===== src/design/osr_map.svh =====
// register width, field positions and reset values of the operation status group
`ifndef OSR_MAP_SVH
`define OSR_MAP_SVH

// width of every register in the group
`define OSR_REG_W 16

// condition bit positions, weight two to the position
`define OSR_BIT_SELFTEST 12
`define OSR_BIT_CFGMEM 10
`define OSR_BIT_OUT_OV 9
`define OSR_BIT_IN_OV 8
`define OSR_BIT_AUTO_COMP 7

// mask of condition bits that carry a function
`define OSR_COND_USED_MASK 16'h1780

// reset values
`define OSR_EVENT_RESET 16'h0000
`define OSR_ENABLE_RESET 16'h0000
`define OSR_COND_RESET 16'h0000
`define OSR_PTR_RESET 16'hFFFF
`define OSR_NTR_RESET 16'h0000

`endif


===== src/design/osr_pkg.sv =====
// types shared by the operation status group and its users
package osr_pkg;

  // host status commands and queries
  typedef enum logic [3:0] {
    OSR_Q_CONDITION,
    OSR_Q_EVENT,
    OSR_C_ENABLE,
    OSR_Q_ENABLE,
    OSR_C_PTR,
    OSR_Q_PTR,
    OSR_C_NTR,
    OSR_Q_NTR,
    OSR_C_CLEAR_STATUS
  } osr_op_t;

  // one command from the host
  typedef struct packed {
    logic valid;
    osr_op_t op;
    logic [15:0] wdata;
  } osr_cmd_t;

  // one query answer to the host
  typedef struct packed {
    logic valid;
    logic [15:0] data;
  } osr_rsp_t;

  // live instrument states, asynchronous to mclk
  typedef struct packed {
    logic selftest_active;
    logic config_mem_busy;
    logic output_overvoltage;
    logic input_overvoltage;
    logic auto_compensation_busy;
  } osr_state_t;

endpackage


===== src/design/osr_status_group.sv =====
// operation status group: condition, transition filters, event latch, enable, summary
`timescale 1ns/1ps
`include "osr_map.svh"

module osr_status_group #(
  parameter int REG_W = `OSR_REG_W
) (
  input wire logic mclk,
  input wire logic sys_rst,
  input wire osr_pkg::osr_state_t state_in,
  input wire osr_pkg::osr_cmd_t cmd,
  output osr_pkg::osr_rsp_t rsp,
  output logic [REG_W-1:0] operation_condition,
  output logic operation_summary
);

  // true for commands that expect an answer
  function automatic logic is_query(input osr_pkg::osr_op_t op);
    is_query = (op == osr_pkg::OSR_Q_CONDITION) || (op == osr_pkg::OSR_Q_EVENT) ||
               (op == osr_pkg::OSR_Q_ENABLE) || (op == osr_pkg::OSR_Q_PTR) ||
               (op == osr_pkg::OSR_Q_NTR);
  endfunction

  // true when a valid command of the given kind is present
  function automatic logic cmd_is(input osr_pkg::osr_cmd_t c, input osr_pkg::osr_op_t op);
    cmd_is = c.valid && (c.op == op);
  endfunction

  osr_pkg::osr_state_t sync1_q;
  osr_pkg::osr_state_t sync2_q;
  logic [REG_W-1:0] cond_d;
  logic [REG_W-1:0] cond_q;
  logic [REG_W-1:0] ptr_q;
  logic [REG_W-1:0] ntr_q;
  logic [REG_W-1:0] en_q;
  logic [REG_W-1:0] ev_d;
  logic [REG_W-1:0] ev_q;
  logic [REG_W-1:0] rise;
  logic [REG_W-1:0] fall;
  logic [REG_W-1:0] new_ev;
  logic ev_clear;
  logic summary_q;
  osr_pkg::osr_rsp_t rsp_q;

  // two-stage synchroniser; the states come from other clock domains
  always_ff @(posedge mclk) begin
    if (sys_rst) begin
      sync1_q <= '0;
      sync2_q <= '0;
    end else begin
      sync1_q <= state_in;
      sync2_q <= sync1_q;
    end
  end

  // condition word assembly; unused positions tied low
  always_comb begin
    cond_d = `OSR_COND_RESET;
    cond_d[`OSR_BIT_SELFTEST] = sync2_q.selftest_active;
    cond_d[`OSR_BIT_CFGMEM] = sync2_q.config_mem_busy;
    cond_d[`OSR_BIT_OUT_OV] = sync2_q.output_overvoltage;
    cond_d[`OSR_BIT_IN_OV] = sync2_q.input_overvoltage;
    cond_d[`OSR_BIT_AUTO_COMP] = sync2_q.auto_compensation_busy;
  end

  // condition follows live state every cycle, reads never touch it
  always_ff @(posedge mclk) begin
    if (sys_rst) begin
      cond_q <= `OSR_COND_RESET;
    end else begin
      cond_q <= cond_d;
    end
  end

  // transition filter registers
  always_ff @(posedge mclk) begin
    if (sys_rst) begin
      ptr_q <= `OSR_PTR_RESET;
      ntr_q <= `OSR_NTR_RESET;
    end else begin
      if (cmd_is(cmd, osr_pkg::OSR_C_PTR)) begin
        ptr_q <= cmd.wdata;
      end
      if (cmd_is(cmd, osr_pkg::OSR_C_NTR)) begin
        ntr_q <= cmd.wdata;
      end
    end
  end

  // enable mask; only a host write changes it, clear-status leaves it alone
  always_ff @(posedge mclk) begin
    if (sys_rst) begin
      en_q <= `OSR_ENABLE_RESET;
    end else if (cmd_is(cmd, osr_pkg::OSR_C_ENABLE)) begin
      en_q <= cmd.wdata;
    end
  end

  // edge detection against the word that is about to be loaded
  assign rise = cond_d & ~cond_q;
  assign fall = ~cond_d & cond_q;
  assign new_ev = (rise & ptr_q) | (fall & ntr_q);
  assign ev_clear = cmd_is(cmd, osr_pkg::OSR_Q_EVENT) ||
                    cmd_is(cmd, osr_pkg::OSR_C_CLEAR_STATUS);

  // new events win over a clear in the same cycle so none are lost
  always_comb begin
    ev_d = ev_clear ? `OSR_EVENT_RESET : ev_q;
    ev_d = ev_d | new_ev;
  end

  // event latch
  always_ff @(posedge mclk) begin
    if (sys_rst) begin
      ev_q <= `OSR_EVENT_RESET;
    end else begin
      ev_q <= ev_d;
    end
  end

  // summary bit of the status byte, one cycle behind the latch
  always_ff @(posedge mclk) begin
    if (sys_rst) begin
      summary_q <= 1'b0;
    end else begin
      summary_q <= |(ev_q & en_q);
    end
  end

  // query answers: binary word whose value is the weight sum
  always_ff @(posedge mclk) begin
    if (sys_rst) begin
      rsp_q <= '0;
    end else begin
      rsp_q.valid <= cmd.valid && is_query(cmd.op);
      if (cmd.valid) begin
        unique case (cmd.op)
          osr_pkg::OSR_Q_CONDITION: rsp_q.data <= cond_q;
          osr_pkg::OSR_Q_EVENT: rsp_q.data <= ev_q;
          osr_pkg::OSR_Q_ENABLE: rsp_q.data <= en_q;
          osr_pkg::OSR_Q_PTR: rsp_q.data <= ptr_q;
          osr_pkg::OSR_Q_NTR: rsp_q.data <= ntr_q;
          default: rsp_q.data <= rsp_q.data; // writes and clear keep the last answer
        endcase
      end
    end
  end

  // outputs straight from flops
  assign rsp = rsp_q;
  assign operation_condition = cond_q;
  assign operation_summary = summary_q;

  // reset seen at the last three edges; the synchroniser refills after any reset
  logic [2:0] rst_hist_q;
  always_ff @(posedge mclk) begin
    rst_hist_q <= {rst_hist_q[1:0], sys_rst};
  end
endmodule


===== config.mk =====
export PLATFORM = sky130hd
export DESIGN_NAME = osr_status_group
export DESIGN_NICKNAME = d
export VERILOG_FILES = /design/src/design/osr_pkg.sv /design/src/design/osr_status_group.sv
export VERILOG_INCLUDE_DIRS = /design/src /design/src/design
export SDC_FILE = /design/constraint.sdc
export NUM_CORES = 1
export LEC_CHECK = 0
export BUFFER_PORTS_ARGS = -buffer_cell sky130_fd_sc_hd__buf_2
export CORE_UTILIZATION = 55
export CTS_BUF_LIST = sky130_fd_sc_hd__clkbuf_8 sky130_fd_sc_hd__clkbuf_16
export CTS_CLUSTER_DIAMETER = 200
export DETAILED_ROUTE_END_ITERATION = 8
export PLACE_DENSITY = 0.75
export SYNTH_ARGS = -nofsm -noshare
export SYNTH_HDL_FRONTEND = slang
export SYNTH_SLANG_ARGS = --single-unit

===== constraint.sdc =====
create_clock -name mclk -period 1.73 [get_ports mclk]
set_input_delay 0.346 -clock mclk [delete_from_list [all_inputs] [get_ports mclk]]
set_output_delay 0.346 -clock mclk [all_outputs]
set_load 0.02 [all_outputs]

# After elaboration in Yosys (flattened, before gate mapping)
# Index checks and enable logic that the tools add are counted.
dict set report classes {
  mul 0
  reduce_logical 15
  shift 0
  muxes 2
  n_lt_le_gt_ge 0
  n_addsub 0
  bitwise_logic 9
  eq_ne 8
  div_mod_pow 0
}
# op count
set op_table {}
lappend op_table {{one-hot mux 16 bit (5 select lines)} 1}
lappend op_table {{AND 16 bit} 4}
lappend op_table {{bitwise OR 16 bit} 2}
lappend op_table {{AND 13 x 16 -> 16 bit} 1}
lappend op_table {{equality test 4 x 3 -> 1 bit (second input constant)} 4}
lappend op_table {{two-way mux 16 bit} 1}
lappend op_table {{inverter 13 -> 16 bit} 1}
lappend op_table {{inverter 16 bit} 1}
lappend op_table {{OR reduction 16 bit} 1}
lappend op_table {{equality test 4 x 2 -> 1 bit (second input constant)} 2}
lappend op_table {{logical AND 1 bit} 6}
lappend op_table {{logical OR 1 bit} 5}
lappend op_table {{nonzero test 5 bit} 1}
lappend op_table {{equality test 4 x 1 -> 1 bit (second input constant)} 1}
lappend op_table {{equality test 4 bit (second input constant)} 1}
lappend op_table {{zero test 4 bit} 1}
lappend op_table {{AND reduction 2 bit} 1}
dict set report word_totals {
  elab_cells 53
  mem_bits_rw 0
  out_inout_bits 34
  latch_bits 0
  rom_bits 0
  register_bits 108
  mem_count 0
}

# Logic depth before layout (Yosys ltp)
# Gate-level depths: netlist of the first run.
dict set report logic_depth {
  depth_word 6
  depth_mapped 6
  mapped_depth_nobuf 3
}

# Worst setup path before layout of the first run
# No wires, ideal clock.
dict set report synth_timing {
  path_kind {input to register}
  startpoint {input port cmd[17] (netlist name)}
  endpoint {register rsp_q (netlist bit rsp[7])}
  path_buffers 1
  required_ps 1605
  t_arrival_ps 1306
  setup_time_ps 125
  path_slack_ps 298
  cell_stages 4
  path_cell_list {buf_2 or3b_2 a211oi_1 o32ai_1}
}
dict set report synth_between {
  elab_chain_len 3
  elab_cells_between_ends 8
  classes_between {eq/ne (4); mux (1); reduce/logical (3)}
}
# element line
set synth_rtl {}
lappend synth_rtl {{start: declaration} osr_status_group.sv:11} ;# input wire osr_pkg::osr_cmd_t cmd,
lappend synth_rtl {{equality test 4 x 1 -> 1 bit (tied with other cells)} osr_status_group.sv:137} ;# unique case (cmd.op)
lappend synth_rtl {{nonzero test 5 bit (no line)} n/a}
lappend synth_rtl {{AND reduction 2 bit (no line)} n/a}
lappend synth_rtl {{end: declaration} osr_status_group.sv:43} ;# osr_pkg::osr_rsp_t rsp_q;
# Parallel ways exist; a longest one is shown, timed or not.
# A chain may end at the register's enable or synchronous reset.

# Worst setup path in the final report of the first run
dict set report layout_timing {
  startpoint {input port cmd[18] (netlist name)}
  endpoint {register rsp_q (netlist bit rsp[14])}
}
# Same word-level chain as after synthesis.

==> impl_metrics.ini, run 1 <==
[placed_design]
gp_congestion = 0.8351
dp_slack_ns = -0.02922
placed_area_mm2 = 0.003920
hpwl_mm = 5.996
port_buffers = 50

[run_status]
outcome = complete, no violations

[cells_and_area]
post-route-cell-area_mm2 = 0.004130
drive_gt1_share_pct = 22.99
antenna_cells = 0
area_growth_pct = 12.93
final_nets = 458

[synthesis]
synth_fa_ha_area_share_pct = 0
synth-edff-count = 0
yosys.area_share.simple_pct = 15.98
synth_most_common_cell = dfxtp_1
ys_top_cells_by_count = dfxtp_1, o21ai_0, a21oi_1
ys_async_sr_fraction_pct = 0
synth_cells = 387
ys_seq_elements = 86
seq_area_frac_synth_pct = 47.07
ys_warn_count = 0
synthesis.area_mm2 = 0.003657
yosysUniqueCellTypes = 38
ys_dominant_reg_cell = dfxtp_1
synth.largest_area_cell = dfxtp_1
synthTopCellsByArea = dfxtp_1, o21ai_0, a21oi_1, mux2_2, nand3_1
avgSynthCellArea_um2 = 9.450
synth_top_family_by_area = compound AO/OA/AOI/OAI gates
synth-xor-area-share_pct = 0.2395
synthMuxAreaShare_pct = 4.926
synth.top_cell.area_share_pct = 47.07
synth_compound_area_share_pct = 23.78

[timing]
slew_violations = 0
post-route-min-period_ns = 1.410
rsz0062_at_grt = false
max_freq_mhz = 709.4
fin_skew_ns = 0.008372
tightest_slew_ns = 0.8913
post-route-period-util_pct = 81.48
final.setup.worst_slack_ns = 0.3205
whs_ns = 0.2012
setup_violations = 0
hold_viol_final = 0
slew_headroom_pct = 40.46

[global_route]
grt_pass1_wl_mm = 15.35
antenna_found_initial = 0
grt_overflow = 0
grt_pass1_vias = 3059
grt_max_degree = 46
grt_usage_pct = 27.46

[clocking]
cts_max_level = 3
cts_buffers = 9
hold_buffers = 0
cts_sinks = 86
cts_tree = built
ctsResizeCount = 0
postCtsSetupRepairBufs = 0
cts_root_buffer = clkbuf_8
path_clk_slew_ns = 0.09
clock_path_buffers = 2
clock_latency_ns = 0.35

[route]
dr.pass1.iters = 5
drcViolationCount = 0
drtIter0Drc = 308
drt.antenna.violating_nets = 0
drt-total-wl_mm = 9.183
vias_per_cell = 6.156
dr_total_vias = 3152
wl_per_cell_um = 17.94

[die]
die_x_um = 83.55
rows = 29
start_util_pct = 57.27
ios = 62
fp.dieArea_mm2 = 0.006980
die_y_um = 83.55
core_mm2 = 0.006386

[worst_hold_path]
hold_class = input port to flop
worstHoldStart = state_in[1]

[critical_path]
critPathArrivalTime_ns = 1.68
cp-end-kind = flop
r2r_slack_ns = 0.65
path_max_fanout = 11
timing.rr.start = ptr_q[10]
cp_data_required_time_ns = 2.00
critical_path_class = input port to flop
crit_path_start = cmd[18]
start_kind = input port

[power]
leakagePower_nw = 1.607
power_density_mw_per_mm2 = 944.0
vdd_drop_max_mv = 0.6552
p_total_mw = 3.899

[flow_run]
maxCapViolCount = 0
## through the flow
stage | setup TNS, ns | utilization, % | instances
after global routing | 0 | 64.67 | 512
after CTS | 0 | 64.67 | 512
after global placement | 0 | 61.38 | 496
after detailed placement | -0.05244 | 61.38 | 496
final | 0 | 64.67 | 512
after floorplan | 0 | - | 397
## final timing paths
path | end | cells after the start
setup / recovery | rsp[14] | 4
setup reg to reg | rsp[10] | 3
hold / removal | sync1_q[1] | 2
hold reg to reg | cond_d[12] | 1
## registers in the layout (all words and copies together), names as in the netlist
signal	cells
rsp	17
cond_d	5
operation_condition	5
ev_q	5
operation_summary	1
ptr_q	16
sync1_q	5
en_q	16
ntr_q	16
## metal layers
metal  vias to the layer above  track usage, %  routed length [um]
li1                       1478               -                   -
met3                        11           3.660                 560
met2                       134           41.43                4207
met4                         0           11.40                 120
met5                         -               0                   0
met1                      1529           39.61                4295
## power breakdown
group / total, mW / leakage, nW / internal (mW) / switching [mW]
Sequential: 2.06 / 0.699 / 2.03 / 0.0302
Clock: 1.46 / 0.107 / 0.747 / 0.717
Combinational: 0.376 / 0.802 / 0.137 / 0.239
Total: 3.90 / 1.61 / 2.91 / 0.987
## cell usage in the layout, fill, tap and decap left out, types with 2 or more instances in the layout
master     count
and3_1        16
a211o_1       16
clkbuf_8      11
buf_4         14
a211oi_1       5
clkinv_4       2
a21oi_1       39
nand3_1       32
o2bb2ai_1     11
inv_1          6
buf_12         2
nor2b_1       21
nand2_1        2
mux2_2        16
dfxtp_1       86
nor2_1         2
a31oi_1        5
o21ai_0       41
buf_2         50
o32ai_1        5
conb_1        11
and2_1         3
a22oi_1       12
nand3b_1      12
## logic make-up (layout without fill, tap and decap cells)
logic type / Yosys count / after routing
and+or+nand+nor: 95 / 95
other: 1 / 11
buffers and inverters: 50 / 88
muxes: 16 / 16
DFF: 86 / 86
AOI/OAI and AO/OA: 138 / 138
xor gates and xnor gates: 1 / 1
## worst max-delay path, stage by stage
cell and delay (ns):
buf_2 0.20, nor2b_1 0.74, a22oi_1 0.22, o2bb2ai_1 0.17
## cell type report
type,count,area (um2)
flip-flops and latches,86,1722
clock inverters,5,58.81
repair buffers,66,395.4
clock buffers,11,151.4
multi-input cells,261,1684
fillers,538,2256
inverters,6,22.52
well taps,77,96.34
(Power assumes the default switching activity.)
==> run 2: changes to the inputs <==
Clock period 1.73 ns to 1.3 ns, I/O delays scaled along.
==> run 2 against run 1 <==
- combinational power up 48%
- highest routed layer unchanged
- critical path type is now flop to primary output
- total power up 38%
- via count up 3.0%
- largest cell class unchanged
==> impl_metrics.ini, run 2 (synthesis results as in run 1) <==
[run_status]
outcome = complete, no violations

[critical_path]
critPathArrivalTime_ns = 0.96
r2r_cells = 3
path_max_fanout = 4
crit_buf_inv = 1
cp_slowest_cell = dfxtp_1
max_stage_delay_ns = 0.42
cp_data_required_time_ns = 1.04
timing.rr.end = rsp[10]
cp_top_family = flip-flops
start_kind = flop
r2r_slack_ns = 0.22
crit_chain = buf_2
timing.rr.start = ptr_q[10]
cp-end-kind = primary output
critical_path_class = flop to primary output

[clocking]
cts_tree = built
cts_root_buffer = clkbuf_8
clock_latency_ns = 0.35
postCtsSetupRepairBufs = 0
cts_max_level = 3
cts_buffers = 9
path_clk_slew_ns = 0.08
clock_path_buffers = 2
cts_sinks = 86

[route]
wl_per_cell_um = 17.29
vias_per_cell = 6.082
dr.pass1.iters = 5
drt.antenna.violating_nets = 0
drtIter0Drc = 339
drt-total-wl_mm = 9.235
drcViolationCount = 0
dr_total_vias = 3248

[die]
start_util_pct = 57.27
die_y_um = 83.55
fp.dieArea_mm2 = 0.006980
core_mm2 = 0.006386
die_x_um = 83.55
rows = 29
ios = 62

[timing]
tightest_slew_ns = 0.5496
fin_skew_ns = 0.008316
slew_headroom_pct = 63.20
post-route-min-period_ns = 1.225
slew_violations = 0
max_freq_mhz = 816.6
tns_ns = 0
post-route-period-util_pct = 94.20
setup_violations = 0
rsz0062_at_grt = false
hold_viol_final = 0

[cells_and_area]
antenna_cells = 0
drive_gt1_share_pct = 27.13
final_common_cell = dfxtp_1
post-route-util_pct = 67.83
area_growth_pct = 18.44
finalNonFillerCells = 534
final_nets = 480
largest_register_ffs = 17
post-route-cell-area_mm2 = 0.004332
final_cell_mix = dfxtp_1, buf_2, o21ai_0

[flow_run]
maxCapViolCount = 0

[global_route]
grt_max_degree = 32
grt_pass1_vias = 3014
grt_overflow = 0
grt_pass1_wl_mm = 15.25
grt_usage_pct = 27.23
antenna_found_initial = 0

[worst_hold_path]
worstHoldStart = state_in[2]
whs_endpoint = sync1_q[2]
hold_class = input port to flop
hold_depth = 2

[power]
power_density_mw_per_mm2 = 1240
leakagePower_nw = 1.736
p_total_mw = 5.369
vdd_drop_max_mv = 0.8256

[placed_design]
hpwl_mm = 6.327
placed_area_mm2 = 0.004105
place_inst = 518
port_buffers = 50
gp_congestion = 0.8730
==> run 2: worst register-to-register path, cell delays in order, from the launching register on <==
cell and delay (ns):
dfxtp_1 0.41, mux2_2 0.19, o21ai_0 0.09, o32ai_1 0.31
==> run 2: where the power goes <==
part	leakage [nW]	total (mW)	switching [mW]	internal, mW
registers	0.699	2.74	0.0413	2.70
clock network	0.118	2.07	0.942	1.13
logic	0.920	0.555	0.329	0.226
total	1.74	5.37	1.31	4.06
==> run 2: how the worst max path moves through the flow <==
stage	start	end	cells past startpoint
floorplan	cmd[18]	ev_q[10]	5
detailed placement	cmd[18]	rsp[15]	4
CTS	operation_condition[7]	operation_condition[7]	1
finish	operation_condition[7]	operation_condition[7]	1
global route	operation_condition[7]	operation_condition[7]	1
global placement	cmd[18]	rsp[14]	4
==> run 2: cell type report <==
type                       instances  area, um2
timing repair buffer              88      573.1
sequential                        86       1722
clock buffer                      10      137.6
multi-input combinational        261       1694
inverter                           6      22.52
tap                               77      96.34
clock inverter                     6      86.33
fill                             548       2054
==> run 2: routing by layer <==
metal / up-vias / share of wire, % / GRT usage, %
met5: - / 0 / 0
met2: 152 / 43 / 39.20
met1: 1553 / 49 / 40.91
met3: 16 / 7.0 / 4.847
li1: 1527 / - / -
met4: 0 / 1.3 / 9.245
==> run 2: stage by stage <==
stage          hold WS (ns)  setup WS (ns)
5_1_grt              0.1045        0.02896
2_1_floorplan        0.3882      -0.001215
6_report             0.1176        0.07543
4_1_cts              0.1101        0.07057
3_5_place_dp         0.4204        -0.2832
3_3_place_gp         0.4171        -0.2239
==> run 2: what timing repair did <==
item | CTS | global route
hold buffers | 0 | 0
gates resized for setup | 0 | 1
hold endpoints to repair | 0 | 0
endpoints found under the setup margin | 0 | 4
